$ cat src/rtl/pbseq_pkg.sv
// Shared constants for the pushbutton power sequencer
package pbseq_pkg;
  // System clock and prescaled timebase
  localparam int CLK_HZ = 50_000_000;
  localparam int TICK_US = 1000;
  localparam int TICK_CYC = CLK_HZ / 1_000_000 * TICK_US;

  // Interval counter width in bits, counting ticks
  localparam int TW = 14;

  // Intervals in milliseconds, as specified
  localparam int PB_ON_MS = 200;
  localparam int LONG_MS = 10000;
  localparam int DEB_MS = 50;
  localparam int HOLD_MS = 1000;
  localparam int RST_DELAY_MS = 200;
  localparam int PD_DELAY_MS = 50;

  // Same intervals as tick counts
  localparam logic [TW-1:0] PB_ON_TICKS = TW'(PB_ON_MS * 1000 / TICK_US);
  localparam logic [TW-1:0] LONG_TICKS = TW'(LONG_MS * 1000 / TICK_US);
  localparam logic [TW-1:0] DEB_TICKS = TW'(DEB_MS * 1000 / TICK_US);
  localparam logic [TW-1:0] HOLD_TICKS = TW'(HOLD_MS * 1000 / TICK_US);
  localparam logic [TW-1:0] RST_TICKS = TW'(RST_DELAY_MS * 1000 / TICK_US);
  localparam logic [TW-1:0] PD_TICKS = TW'(PD_DELAY_MS * 1000 / TICK_US);

  // Register indices; byte address is four times the index
  localparam logic [5:0] IDX_GLOBAL = 6'h00;
  localparam logic [5:0] IDX_CH_FIRST = 6'h01;
  localparam logic [5:0] IDX_CH_LAST = 6'h08;
  localparam logic [5:0] IDX_STATUS = 6'h10;

  // Global register fields and reset value
  localparam int GLB_RESET_ALL_BIT = 7;
  localparam int GLB_IGNORE_EN_BIT = 4;
  localparam logic [7:0] GLB_RST = 8'h00;

  // Channel register fields and reset value pieces
  localparam int CH_EN_BIT = 7;
  localparam int CH_MODE_BIT = 6;
  localparam int CH_PHASE_LSB = 4;
  localparam logic [3:0] CH_REF_RST = 4'hC;

  // Status register fields
  localparam int ST_POWER_ON_BIT = 0;
  localparam int ST_HARD_BIT = 1;
  localparam int ST_RESET_OUT_BIT = 2;
  localparam int ST_CH_ON_LSB = 8;
  localparam int ST_POWER_GOOD_LSB = 16;

  // Largest combined stage
  localparam int GROUP_MAX = 4;

  // Pushbutton state machine, Gray coded along off -> window -> on
  typedef enum logic [1:0] {
    PB_OFF = 2'b00,
    PB_WINDOW = 2'b01,
    PB_ON = 2'b11
  } pb_state_e;
endpackage

$ cat src/rtl/interval_timer.sv
// Tick-driven interval timer that restarts whenever its run input drops
`timescale 1ns/1ps
module interval_timer
  import pbseq_pkg::*;
#(
  parameter int W = TW
) (
  // Clock and reset
  input wire logic sys_clk,
  input wire logic rst_b,
  // Control
  input wire logic tick,
  input wire logic run,
  input wire logic [W-1:0] limit,
  // Result
  output logic done
);
  logic [W-1:0] cnt_r;

  // Count ticks while running; saturate at the limit
  always_ff @(posedge sys_clk or negedge rst_b) begin
    if (!rst_b) begin
      cnt_r <= '0;
    end else if (!run) begin
      cnt_r <= '0;
    end else if (tick && cnt_r != limit) begin
      cnt_r <= cnt_r + 1'b1;
    end
  end

  // Done only while still running, so a release cancels it at once
  assign done = run && (cnt_r == limit);
endmodule

$ cat src/rtl/pb_power_sequencer.sv
// Pushbutton power sequencer with channel enables and a Wishbone register file
// How it works
// - Off state holds power_on low; 200ms pushbutton low raises it.
// - power_on stays high 10s, then falls unless kill went high meanwhile.
// - After the window, kill low beyond 50ms debounce drops power_on.
// - Kill input is ignored while the pushbutton is held low; kill low still blocks new channel power-up.
// - In on state, 10s pushbutton hold drops power_on without hard reset.
// - Long-press power-off latches the interrupt output low.
// - Press of 50ms to 10s pulls interrupt low only while held.
// - Kill low over 50ms starts hard reset, held until 1s after release.
// - Kill low in off state also forces hard reset.
// - Global reset command gives 1s hard reset and returns to off.
// - Kill low blocks any new channel power-up.
// - Any hard reset clears all channel register bits to zero.
// - Reset output rises 200ms after all enabled channels are power-good.
// - Kill hard reset from on state powers channels down 50ms later.
// - Pushbutton interrupts set no readable status bit.
// - A channel turns on from its enable pin or register enable bit.
// - Without register enable, enable pin low powers the channel down.
// - Ignore-pins bit makes every enable pin read as low.
// - Lowest channel of a combined stage is master; its register governs.
// - Only the master enable pin controls a combined stage.
// - Up to four adjacent channels group; channel one never slave.
// - Supply low clears bus state and restores register defaults.
// - Serial port handles up to 400kHz; host keeps below that.
// - Global register: reset command in bit 7, ignore-pins in bit 4.
// - Channel register: enable in top bit, then mode, phase, reference.
//
// Design decisions made here: the Wishbone interface to the registers and the address map.
`timescale 1ns/1ps
module pb_power_sequencer
  import pbseq_pkg::*;
#(
  parameter int TICK_CYCLES = TICK_CYC,
  parameter int NCH = 8
) (
  // Clock and reset
  input wire logic sys_clk,
  input wire logic rst_b,
  // Wishbone slave
  input wire logic cyc_i,
  input wire logic stb_i,
  input wire logic we_i,
  input wire logic [7:0] adr_i,
  input wire logic [3:0] sel_i,
  input wire logic [31:0] dat_i,
  output logic [31:0] dat_o,
  output logic ack_o,
  // Pushbutton and kill
  input wire logic pushbutton_n,
  input wire logic kill_n,
  // Supply monitor, high while the internal supply is below 1V
  input wire logic supply_low,
  // Channel side
  input wire logic [NCH-1:0] en_pin,
  input wire logic [NCH-1:0] power_good,
  input wire logic [NCH-1:0] feedback_input,
  output logic [NCH-1:0] ch_enable,
  output logic [NCH-1:0] ch_mode,
  output logic [2*NCH-1:0] ch_phase,
  output logic [4*NCH-1:0] ch_ref,
  // System outputs
  output logic power_on,
  output logic irq_n,
  output logic reset_out_n
);
  // Bus timing is independent of the serial rate; up to 400kHz is fine

  // Timebase
  logic [31:0] div_r;
  logic tick;

  // Registers
  logic [7:0] glb_r;
  logic [7:0] ch_r [NCH];
  logic ack_r;
  logic [31:0] dat_r;

  // Control state
  pb_state_e state_r;
  pb_state_e state_nxt;
  logic hard_r;
  logic from_on_r;
  logic kill_seen_r;
  logic irq_lat_r;
  logic [NCH-1:0] on_r;
  logic [NCH-1:0] on_nxt;
  logic [NCH-1:0] mode_r;
  logic [2*NCH-1:0] phase_r;
  logic [4*NCH-1:0] ref_r;

  // Timer results
  logic pb_on_done;
  logic pb_short_done;
  logic pb_long_done;
  logic win_done;
  logic kill_deb;
  logic hold_done;
  logic pd_done;
  logic rst_done;

  // Prescaler: the tick period stands in for the timing capacitor
  always_ff @(posedge sys_clk or negedge rst_b) begin
    if (!rst_b) begin
      div_r <= '0;
    end else if (div_r == 32'(TICK_CYCLES - 1)) begin
      div_r <= '0;
    end else begin
      div_r <= div_r + 32'h1;
    end
  end
  assign tick = (div_r == 32'(TICK_CYCLES - 1));

  // Bus decode
  wire [5:0] idx = adr_i[7:2];
  wire req = cyc_i && stb_i;
  wire wr_go = req && we_i && ack_r && sel_i[0] && !supply_low;
  wire hit_glb = (idx == IDX_GLOBAL);
  wire hit_ch = (idx >= IDX_CH_FIRST) && (idx <= IDX_CH_LAST);
  wire hit_st = (idx == IDX_STATUS);
  wire [2:0] ch_sel = 3'(idx - IDX_CH_FIRST);
  wire reset_cmd = wr_go && hit_glb && dat_i[GLB_RESET_ALL_BIT];
  wire ignore_en = glb_r[GLB_IGNORE_EN_BIT];

  // Pushbutton and kill conditions
  wire pb_low = !pushbutton_n;
  wire kill_low = !kill_n && pushbutton_n;
  wire in_off = (state_r == PB_OFF);
  wire kill_cause = kill_deb || (in_off && kill_low);
  wire off_force = hard_r && (!from_on_r || pd_done);

  // Reset output waits for every enabled channel to be good
  wire all_good = (|on_r) && ((power_good | ~on_r) == {NCH{1'b1}});

  // Status word; pushbutton interrupts deliberately absent
  wire [31:0] status_word = {8'h00, power_good, on_r, 5'h00, reset_out_n, hard_r, power_on};

  // Read data selection; unmapped addresses read zero
  wire [31:0] rd_mux = hit_glb ? {24'h0, glb_r} :
                       hit_ch ? {24'h0, ch_r[ch_sel]} :
                       hit_st ? status_word : 32'h0;

  // Intervals
  interval_timer #(.W(TW)) t_pb_on (
    .sys_clk(sys_clk), .rst_b(rst_b), .tick(tick),
    .run(pb_low && in_off), .limit(PB_ON_TICKS), .done(pb_on_done)
  );
  interval_timer #(.W(TW)) t_pb_short (
    .sys_clk(sys_clk), .rst_b(rst_b), .tick(tick),
    .run(pb_low && !in_off), .limit(DEB_TICKS), .done(pb_short_done)
  );
  interval_timer #(.W(TW)) t_pb_long (
    .sys_clk(sys_clk), .rst_b(rst_b), .tick(tick),
    .run(pb_low && !in_off), .limit(LONG_TICKS), .done(pb_long_done)
  );
  interval_timer #(.W(TW)) t_window (
    .sys_clk(sys_clk), .rst_b(rst_b), .tick(tick),
    .run(state_r == PB_WINDOW), .limit(LONG_TICKS), .done(win_done)
  );
  interval_timer #(.W(TW)) t_kill (
    .sys_clk(sys_clk), .rst_b(rst_b), .tick(tick),
    .run(kill_low), .limit(DEB_TICKS), .done(kill_deb)
  );
  interval_timer #(.W(TW)) t_hold (
    .sys_clk(sys_clk), .rst_b(rst_b), .tick(tick),
    .run(hard_r && !kill_cause && !reset_cmd), .limit(HOLD_TICKS), .done(hold_done)
  );
  interval_timer #(.W(TW)) t_pd (
    .sys_clk(sys_clk), .rst_b(rst_b), .tick(tick),
    .run(hard_r && from_on_r), .limit(PD_TICKS), .done(pd_done)
  );
  interval_timer #(.W(TW)) t_rst (
    .sys_clk(sys_clk), .rst_b(rst_b), .tick(tick),
    .run(all_good), .limit(RST_TICKS), .done(rst_done)
  );

  // Pushbutton state machine next state
  always_comb begin
    state_nxt = state_r;
    unique case (state_r)
      PB_OFF: begin
        if (pb_on_done && !hard_r) begin
          state_nxt = PB_WINDOW;
        end
      end
      PB_WINDOW: begin
        if (reset_cmd || pb_long_done) begin
          state_nxt = PB_OFF;
        end else if (win_done) begin
          state_nxt = kill_seen_r ? PB_ON : PB_OFF;
        end
      end
      PB_ON: begin
        if (reset_cmd || pb_long_done || kill_deb) begin
          state_nxt = PB_OFF;
        end
      end
      default: begin
        state_nxt = PB_OFF;
      end
    endcase
  end

  // State, window memory and latched interrupt
  always_ff @(posedge sys_clk or negedge rst_b) begin
    if (!rst_b) begin
      state_r <= PB_OFF;
      kill_seen_r <= 1'b0;
      irq_lat_r <= 1'b0;
    end else if (supply_low) begin
      state_r <= PB_OFF;
      kill_seen_r <= 1'b0;
      irq_lat_r <= 1'b0;
    end else begin
      state_r <= state_nxt;
      // Kill high during the window keeps power_on up after it
      kill_seen_r <= (state_r == PB_WINDOW) && (kill_seen_r || (kill_n && pushbutton_n));
      // Held until the next pushbutton power-up
      if (state_r != PB_OFF && state_nxt == PB_OFF && pb_long_done) begin
        irq_lat_r <= 1'b1;
      end else if (state_r == PB_OFF && state_nxt == PB_WINDOW) begin
        irq_lat_r <= 1'b0;
      end
    end
  end

  // Hard reset: held while kill is the cause, then one hold interval
  always_ff @(posedge sys_clk or negedge rst_b) begin
    if (!rst_b) begin
      hard_r <= 1'b0;
      from_on_r <= 1'b0;
    end else if (supply_low) begin
      hard_r <= 1'b0;
      from_on_r <= 1'b0;
    end else if (kill_cause || reset_cmd) begin
      hard_r <= 1'b1;
      if (!hard_r) begin
        from_on_r <= !in_off && !reset_cmd;
      end
    end else if (hold_done) begin
      hard_r <= 1'b0;
      from_on_r <= 1'b0;
    end
  end

  // Master of each channel; a chain stops after four members
  logic [2:0] mst [NCH];
  always_comb begin
    int grp;
    grp = 1;
    mst[0] = 3'd0;
    for (int i = 1; i < NCH; i++) begin
      if (feedback_input[i] && grp < GROUP_MAX) begin
        mst[i] = mst[i-1];
        grp = grp + 1;
      end else begin
        mst[i] = 3'(i);
        grp = 1;
      end
    end
  end

  // Effective pins and channel requests
  wire [NCH-1:0] pin_eff = ignore_en ? '0 : en_pin;
  always_comb begin
    for (int k = 0; k < NCH; k++) begin
      // Pin or register of the master, never a slave's own
      on_nxt[k] = (pin_eff[mst[k]] || ch_r[mst[k]][CH_EN_BIT])
                  && !off_force
                  && (on_r[k] || (kill_n && !hard_r));
    end
  end

  // Channel drive, taken from the master register fields
  always_ff @(posedge sys_clk or negedge rst_b) begin
    if (!rst_b) begin
      on_r <= '0;
      mode_r <= '0;
      phase_r <= '0;
      ref_r <= '0;
    end else begin
      on_r <= supply_low ? '0 : on_nxt;
      for (int k = 0; k < NCH; k++) begin
        mode_r[k] <= ch_r[mst[k]][CH_MODE_BIT];
        phase_r[2*k +: 2] <= ch_r[mst[k]][CH_PHASE_LSB +: 2];
        ref_r[4*k +: 4] <= ch_r[mst[k]][3:0];
      end
    end
  end

  // Register file; defaults give each pair of channels the next phase
  always_ff @(posedge sys_clk or negedge rst_b) begin
    if (!rst_b) begin
      glb_r <= GLB_RST;
      for (int k = 0; k < NCH; k++) begin
        ch_r[k] <= {2'b00, 2'(k / 2), CH_REF_RST};
      end
    end else if (supply_low) begin
      glb_r <= GLB_RST;
      for (int k = 0; k < NCH; k++) begin
        ch_r[k] <= {2'b00, 2'(k / 2), CH_REF_RST};
      end
    end else begin
      // Command bit is an action, so it never reads back as set
      if (wr_go && hit_glb) begin
        glb_r <= {1'b0, dat_i[6:0]};
      end
      for (int k = 0; k < NCH; k++) begin
        if (off_force || reset_cmd) begin
          ch_r[k] <= 8'h00;
        end else if (wr_go && hit_ch && ch_sel == 3'(k)) begin
          ch_r[k] <= dat_i[7:0];
        end
      end
    end
  end

  // Wishbone answer: ack one cycle after the request, read data latched then
  always_ff @(posedge sys_clk or negedge rst_b) begin
    if (!rst_b) begin
      ack_r <= 1'b0;
      dat_r <= '0;
    end else if (supply_low) begin
      ack_r <= 1'b0;
      dat_r <= '0;
    end else begin
      ack_r <= req && !ack_r;
      if (req && !ack_r) begin
        dat_r <= rd_mux;
      end
    end
  end

  // Outputs
  assign ack_o = ack_r;
  assign dat_o = dat_r;
  assign ch_enable = on_r;
  assign ch_mode = mode_r;
  assign ch_phase = phase_r;
  assign ch_ref = ref_r;
  assign power_on = (state_r != PB_OFF);
  // Transient low for a press past debounce but short of the long hold
  assign irq_n = !(irq_lat_r || (pb_short_done && !pb_long_done));
  assign reset_out_n = rst_done;
endmodule

$ cat config.mk
export PLATFORM = sky130hd
export DESIGN_NAME = pb_power_sequencer
export DESIGN_NICKNAME = d
export VERILOG_FILES = /design/src/rtl/pbseq_pkg.sv /design/src/rtl/interval_timer.sv /design/src/rtl/pb_power_sequencer.sv
export SDC_FILE = /design/constraint.sdc
export NUM_CORES = 1
export LEC_CHECK = 0
export ABC_AREA = 1
export BUFFER_PORTS_ARGS = -buffer_cell sky130_fd_sc_hd__buf_2
export CORE_MARGIN = 2
export CORE_UTILIZATION = 45
export DETAILED_ROUTE_END_ITERATION = 6
export SYNTH_ARGS = -nofsm -noshare
export SYNTH_HDL_FRONTEND = slang
export SYNTH_SLANG_ARGS = --single-unit
$ cat constraint.sdc
create_clock -name sys_clk -period 2 [get_ports sys_clk]
set_input_delay 0.2 -clock sys_clk [delete_from_list [all_inputs] [get_ports sys_clk]]
set_output_delay 0.2 -clock sys_clk [all_outputs]
set_load 0.005 [all_outputs]
==> results.ini, run 1 <==
[timing]
fin_crit_ps = 2096
setup_slack_ps = -96.42
whs_ps = 36.01
worst_pin_slew_ps = 597.0
min_period_over_period_pct = 104.8
setup_viol = 2
finClkSkew_ps = 29.14
drv_slew = 0
hold_viol = 0
rsz0062_at_grt = yes
maxSlewHeadroom_pct = 60.05
fmax_mhz = 477.0
setup_tns_ps = -125.7

[synth]
ys.flop_type = dfrtp_1
seq_area_frac_synth_pct = 42.69
synth_top_area_cell = dfrtp_1
async_flop_share_pct = 100.0
avgSynthCellArea_um2 = 7.445
yosys_warnings = 0
mappedNetlistArea_um2 = 18240
yosysUniqueCellTypes = 51
synth_top_area_share_pct = 39.24
synth_area_leaders = dfrtp_1 (39%), nand2_1 (13%), nand3_1 (7.6%), nor2_1 (5.2%), xor2_1 (4.6%)
synth_edf_count = 0
synth_cells = 2450
ys_ff_latch = 310

[floorplan]
io-pin-count = 176
initial_core_util_pct = 45.70
coreArea_um2 = 39910
dieArea_um2 = 42160
fp-row-count = 73
dieWidth_um = 205.3
die_h_um = 205.3

[global_routing]
grt_max_degree = 58
busiest_layer = met2
grt_pass1_vias = 16930
grt_antenna_before_repair = 1
grt_pass1_wl_mm = 91.96
grt.met1_usage_pct = 36.87
gr-usage-all-layers_pct = 27.88
gr-total-overflow = 0
use_met3_pct = 4.039
met2_usage_pct = 45.81

[clock_tree]
cts.path.max_buffers = 3
clock-sinks = 310
clk_latency_ps = 570
h-tree-depth = 2
root_buffer = clkbuf_16
clk_pin_slew_ps = 70
cts_buffers = 37
tritoncts = done

[finish]
layout-drive-gt1-share_pct = 17.21
syn_to_final_growth_pct = 19.96
fin_area_um2 = 21880
layout_common_cells = nand2_1 (639), dfrtp_1 (280), nand3_1 (278), nor2_1 (249), inv_1 (215)
final_common_cell = nand2_1
final_nets = 2790

[placed_design]
port_buffers = 137
placed_cell_area_um2 = 20150
place.gp.congestion = 0.9755
hpwl_mm = 43.10

[drt]
drcViolationCount = 0
vias = 17510
avgViaCountPerCell = 5.392
ant_nets = 0
firstDrtPassIters = 6
wl_mm = 58.47
drt_iter0_markers = 1655
wl_per_cell_um = 18.01

[worst_setup_path]
cp_max_fo = 3
worstSetupPathType = reg2out
cpMaxStageDelayCell = dfrtp_1
r2r-end = div_r[25]$_DFF_PN0_
rrSetupSlack_ps = 120
path_cells = inv_2 > ha_1 > nand3_1 > nor4_2 > nand2_1 > nor2_1 > a21oi_2 > buf_2
critical-path-top-delay-family = simple AND/OR/NAND/NOR gates
slowest_delay_ps = 400
reg2reg_depth = 9
r2r_start = div_r[2]$_DFF_PN0_
cp-end-kind = output pin
crit_required_ps = 1800
critPathLaunchType = flop
arrival_ps = 1900
critPathBufInv = 2

[pwr]
power_frac_comb_pct = 10.6
switchingPower_w = 0.004148
pwr-share-clk_pct = 46.4
switching_share_pct = 26.95
p_int_w = 0.01124
power_density_nw_per_um2 = 703.4
seqPwrFrac_pct = 43.0
fin_total_pwr_w = 0.01539
ir_worst_vdd_mv = 0.5040
p_leak_nw = 10.64

[outcome]
violations = negative setup slack
status = finished with violations

[min_path]
holdCritPathClass = in2reg
holdPathEnd = ch_enable[7]$_DFF_PN0_
hp-start = feedback_input[7]
hold_depth = 4

[flow_run]
cap_violations = 0

-- cell families after synthesis --
logic type	synth area share (%)
AND/OR/NAND/NOR	33.21
multiplexers	0.4390
flip-flops	42.69
other	0.02056
XOR/XNOR	5.138
AO/OA/AOI/OAI	8.931
adder cells (fa/ha/maj)	1.578
buffers and inverters	7.991
-- sequential cells by signal, summed over array words and instances, names as in the netlist, 16 cells and up --
register,flops
ch_phase,16
ch_r,64
ch_ref,32
dat_o,24
div_r,32
-- synth_stat cells (24+ instances only) --
cell	n
buf_2	34
nand3_1	278
nor2_1	254
inv_1	221
o21ai_0	155
clkbuf_1	39
nor3_1	64
nand2_1	645
a21oi_1	67
dfstp_2	24
nand4_1	50
xor2_1	95
dfrtp_1	286
-- power by group through the flow --
| stage | Clock [W] | Sequential [W] | Combinational (W) |
|---|---|---|---|
| 4_1_cts | 0.00729 | 0.00662 | 0.00160 |
| 3_3_place_gp | 0 | 0.00673 | 0.00152 |
| 2_1_floorplan | 0 | 0.00669 | 0.000775 |
| 5_1_grt | 0.00753 | 0.00663 | 0.00178 |
| 3_5_place_dp | 0 | 0.00673 | 0.00153 |
| 6_report | 0.00714 | 0.00662 | 0.00163 |
-- cell type report --
| cell class | count | area (µm²) |
|---|---|---|
| fillers | 3868 | 18030 |
| multi-input cells | 1809 | 9139 |
| flip-flops and latches | 310 | 7795 |
| repair buffers | 292 | 2100 |
| clock buffers | 43 | 978.4 |
| inverters | 241 | 907.1 |
| well taps | 525 | 656.9 |
| clock inverters | 25 | 300.3 |
| diodes | 2 | 5.005 |
-- worst max path at each step --
| stage | from | endpoint | cells past startpoint | slack (ps) |
|---|---|---|---|---|
| after global placement | adr_i[3] | dat_o[5]$_DFFE_PN0P_ | 11 | -60 |
| after CTS | t_pb_long.cnt_r[9]$_DFFE_PN0P_ | irq_n | 6 | -160 |
| after floorplan | adr_i[2] | ch_r[50]$_DFFE_PN1P_ | 14 | 30 |
| final | t_pb_short.cnt_r[0]$_DFFE_PN0P_ | irq_n | 8 | -100 |
| after global routing | state_r[0]$_DFF_PN0_ | irq_n | 5 | -200 |
| after detailed placement | state_r[0]$_DFF_PN0_ | t_pb_short.cnt_r[13]$_DFFE_PN0P_ | 6 | -80 |
-- per-layer routing --
layer  wire length [µm]  vias up
met5                  0        -
met4               2361        0
met3               3639      129
met2              27460      600
met1              25010     8312
li1                   -     8468
-- stage by stage --
step                cells  setup WS (ps)  util, %
detailed placement   3139         -77.18    50.47
finish               3247         -96.42    54.82
floorplan            2457          27.20        -
global route         3246         -203.9    54.81
global placement     3139         -61.03    50.47
CTS                  3232         -156.8    54.36
-- repair_timing --
action	in CTS	in global routing
hold buffers	13	0
pin swaps	7	12
endpoints found under the setup margin	39	113
buffers inserted	12	13
resized for setup	21	22
endpoints found under the hold margin	208	0
-- worst register-to-register path, stage by stage (launching register included) --
cell and delay (ps):
dfrtp_1 460, nand3_1 200, nor2_1 170, nand2_1 150, nor2_1 160, nand2_1 90
nor2_1 210, nand2_1 140, xor2_1 150, inv_1 60
(Power assumes the default switching activity.)
==> inputs of run 2 (changes only) <==
Settings changed: CELL_PAD_IN_SITES_DETAIL_PLACEMENT set to 1, CELL_PAD_IN_SITES_GLOBAL_PLACEMENT set to 2, CORE_UTILIZATION 45 to 35, PLACE_DENSITY_LB_ADDON set to 0.1.
==> run 2 against run 1 <==
  * The run still ends with negative setup slack left
  * Fmax rose by 0.67%
  * Clock power increased by 4.3%
  * Sequential cell count stayed put
  * Cell area up 2.5%
  * Final cell count is 5.7% higher
  * Utilization is 11 points lower
  * Global-route usage is 2.3 points lower
  * Via count rose by 2.6%
  * Critical path depth decreased by 2
  * Clock-buffer cell count rose by 13
  * Register-to-register slack barely moved
  * Critical endpoint unchanged
  * Largest cell class unchanged
==> results.ini, run 2 (synthesis results as in run 1) <==
[finish]
layout_common_cells = nand2_1 (638), dfrtp_1 (276), nand3_1 (275), nor2_1 (245), inv_1 (210)
post-route-util_pct = 43.65
fillerInstances = 6382
top_register = ch_r
layout-drive-gt1-share_pct = 18.53
final_common_cell = nand2_1
syn_to_final_growth_pct = 23.01
largest_reg_flops = 64
fin_cells = 3433
final_nets = 2823

[floorplan]
coreArea_um2 = 51410
dieWidth_um = 232.3
dieArea_um2 = 53960
io-pin-count = 176
die_h_um = 232.3
initial_core_util_pct = 35.48
fp-row-count = 83

[drt]
vias = 17970
wl_per_cell_um = 19.96
firstDrtPassIters = 5
ant_nets = 0
avgViaCountPerCell = 5.234
wl_mm = 68.51
drt_iter0_markers = 1006
drcViolationCount = 0

[pwr]
seqPwrFrac_pct = 42.3
switching_share_pct = 26.74
power_frac_comb_pct = 10.4
pwr-share-clk_pct = 47.3
fin_total_pwr_w = 0.01575
ir_worst_vdd_mv = 0.4642
p_int_w = 0.01154
p_leak_nw = 10.84
power_density_nw_per_um2 = 702.1
switchingPower_w = 0.004212

[timing]
setup_viol = 2
rsz0062_at_grt = yes
maxSlewHeadroom_pct = 59.26
fmax_mhz = 480.2
hold_viol = 0
finClkSkew_ps = 26.09
drv_slew = 0
worst_pin_slew_ps = 604.7
setup_slack_ps = -82.40
setup_tns_ps = -104.0
min_period_over_period_pct = 104.1
fin_crit_ps = 2082

[global_routing]
gr-usage-all-layers_pct = 25.56
gr-total-overflow = 0
grt_max_degree = 83
grt_pass1_vias = 18340
grt_antenna_before_repair = 4
grt_pass1_wl_mm = 106.4

[placed_design]
port_buffers = 137
place.gp.congestion = 0.9080
post-place-ws_ps = -265.5
dpl.cell_count = 3323
hpwl_mm = 50.77

[worst_setup_path]
crit_required_ps = 1800
cp_max_fo = 5
slowest_delay_ps = 430
worstSetupPathType = reg2out
cp-end-kind = output pin
cpMostUsedCell = nand2_1
reg2reg_depth = 11
rrSetupSlack_ps = 120
path_cells = nand2_1 > nor4_2 > nand2_1 > nor2_1 > a21oi_1 > buf_2
r2r_start = div_r[1]$_DFF_PN0_
cpMaxStageDelayCell = dfrtp_1
arrival_ps = 1880
r2r-end = t_pb_long.cnt_r[7]$_DFFE_PN0P_
critPathLaunchType = flop

[flow_run]
cap_violations = 0

[min_path]
hold_depth = 3
holdPathEnd = ch_r[37]$_DFFE_PN0P_
holdCritPathClass = in2reg
hp-start = dat_i[5]

[clock_tree]
root_buffer = clkbuf_16
clock-sinks = 310
cts_buffers = 40
clk_latency_ps = 580
cts.path.max_buffers = 3
clk_pin_slew_ps = 60
tritoncts = done
h-tree-depth = 2

[outcome]
violations = negative setup slack
status = finished with violations

run 2: changes by cell type in the layout (fill, tap and decap cells not counted), sizes merged:
cell,delta
clkinvlp,-1
buf,+26
clkbuf,+14
bufinv,-1
diode,-1
clkinv,-9
dlygate4sd3,+3
run 2: how the worst max path moves through the flow:
stage / from / endpoint / cells after the start
final: t_pb_short.cnt_r[5]$_DFFE_PN0P_ / irq_n / 6
after global routing: t_pb_short.cnt_r[5]$_DFFE_PN0P_ / irq_n / 6
after CTS: t_pb_short.cnt_r[0]$_DFFE_PN0P_ / irq_n / 8
after detailed placement: state_r[1]$_DFF_PN0_ / t_pb_long.cnt_r[12]$_DFFE_PN0P_ / 6
after global placement: state_r[1]$_DFF_PN0_ / t_pb_long.cnt_r[4]$_DFFE_PN0P_ / 6
after floorplan: adr_i[2] / ch_r[50]$_DFFE_PN1P_ / 14
run 2: power by group through the flow:
stage | Sequential (W) | Clock, W | Combinational [W]
finish | 0.00666 | 0.00745 | 0.00165
global route | 0.00667 | 0.00790 | 0.00182
CTS | 0.00665 | 0.00764 | 0.00164
detailed placement | 0.00676 | 0 | 0.00158
global placement | 0.00676 | 0 | 0.00157
floorplan | 0.00669 | 0 | 0.000775
run 2: cell type report:
| class | instances | area [µm²] | share of cell area, % |
|---|---|---|---|
| antenna | 1 | 2.502 | 0.01115 |
| multi-input combinational | 1809 | 9225 | 41.11 |
| tap | 680 | 850.8 | 3.792 |
| clock buffer | 56 | 1142 | 5.091 |
| clock inverter | 14 | 183.9 | 0.8197 |
| sequential | 310 | 7800 | 34.76 |
| timing repair buffer | 322 | 2323 | 10.36 |
| inverter | 241 | 909.6 | 4.054 |
run 2: timing repair:
action	CTS	global route
hold buffers	16	0
setup endpoints to repair	65	147
setup buffers	15	8
pin swaps	8	12
cloned	0	1
hold endpoints to repair	303	0
resized for setup	30	45
run 2: stage by stage:
step	cell area [µm²]	hold WS [ps]
2_1_floorplan	18270	-95.59
3_3_place_gp	20510	99.51
3_5_place_dp	20510	99.19
4_1_cts	22180	2.512
5_1_grt	22440	12.47
6_report	22440	20.72
run 2: metal layers:
metal	vias to the layer above	global-route usage, %	routed length, µm
met5	-	0	13
met1	8931	34.84	31420
met3	113	3.549	3146
li1	8514	-	-
met4	2	8.554	2148
met2	409	41.59	31780
run 2: worst max-delay path: cells and delay by family, from the launching register on:
| family | cells | cell delay [ps] |
|---|---|---|
| DFF | 1 | 430 |
| AOI/OAI and AO/OA | 1 | 70 |
| buffers and inverters | 1 | 130 |
| and+or+nand+nor | 4 | 670 |
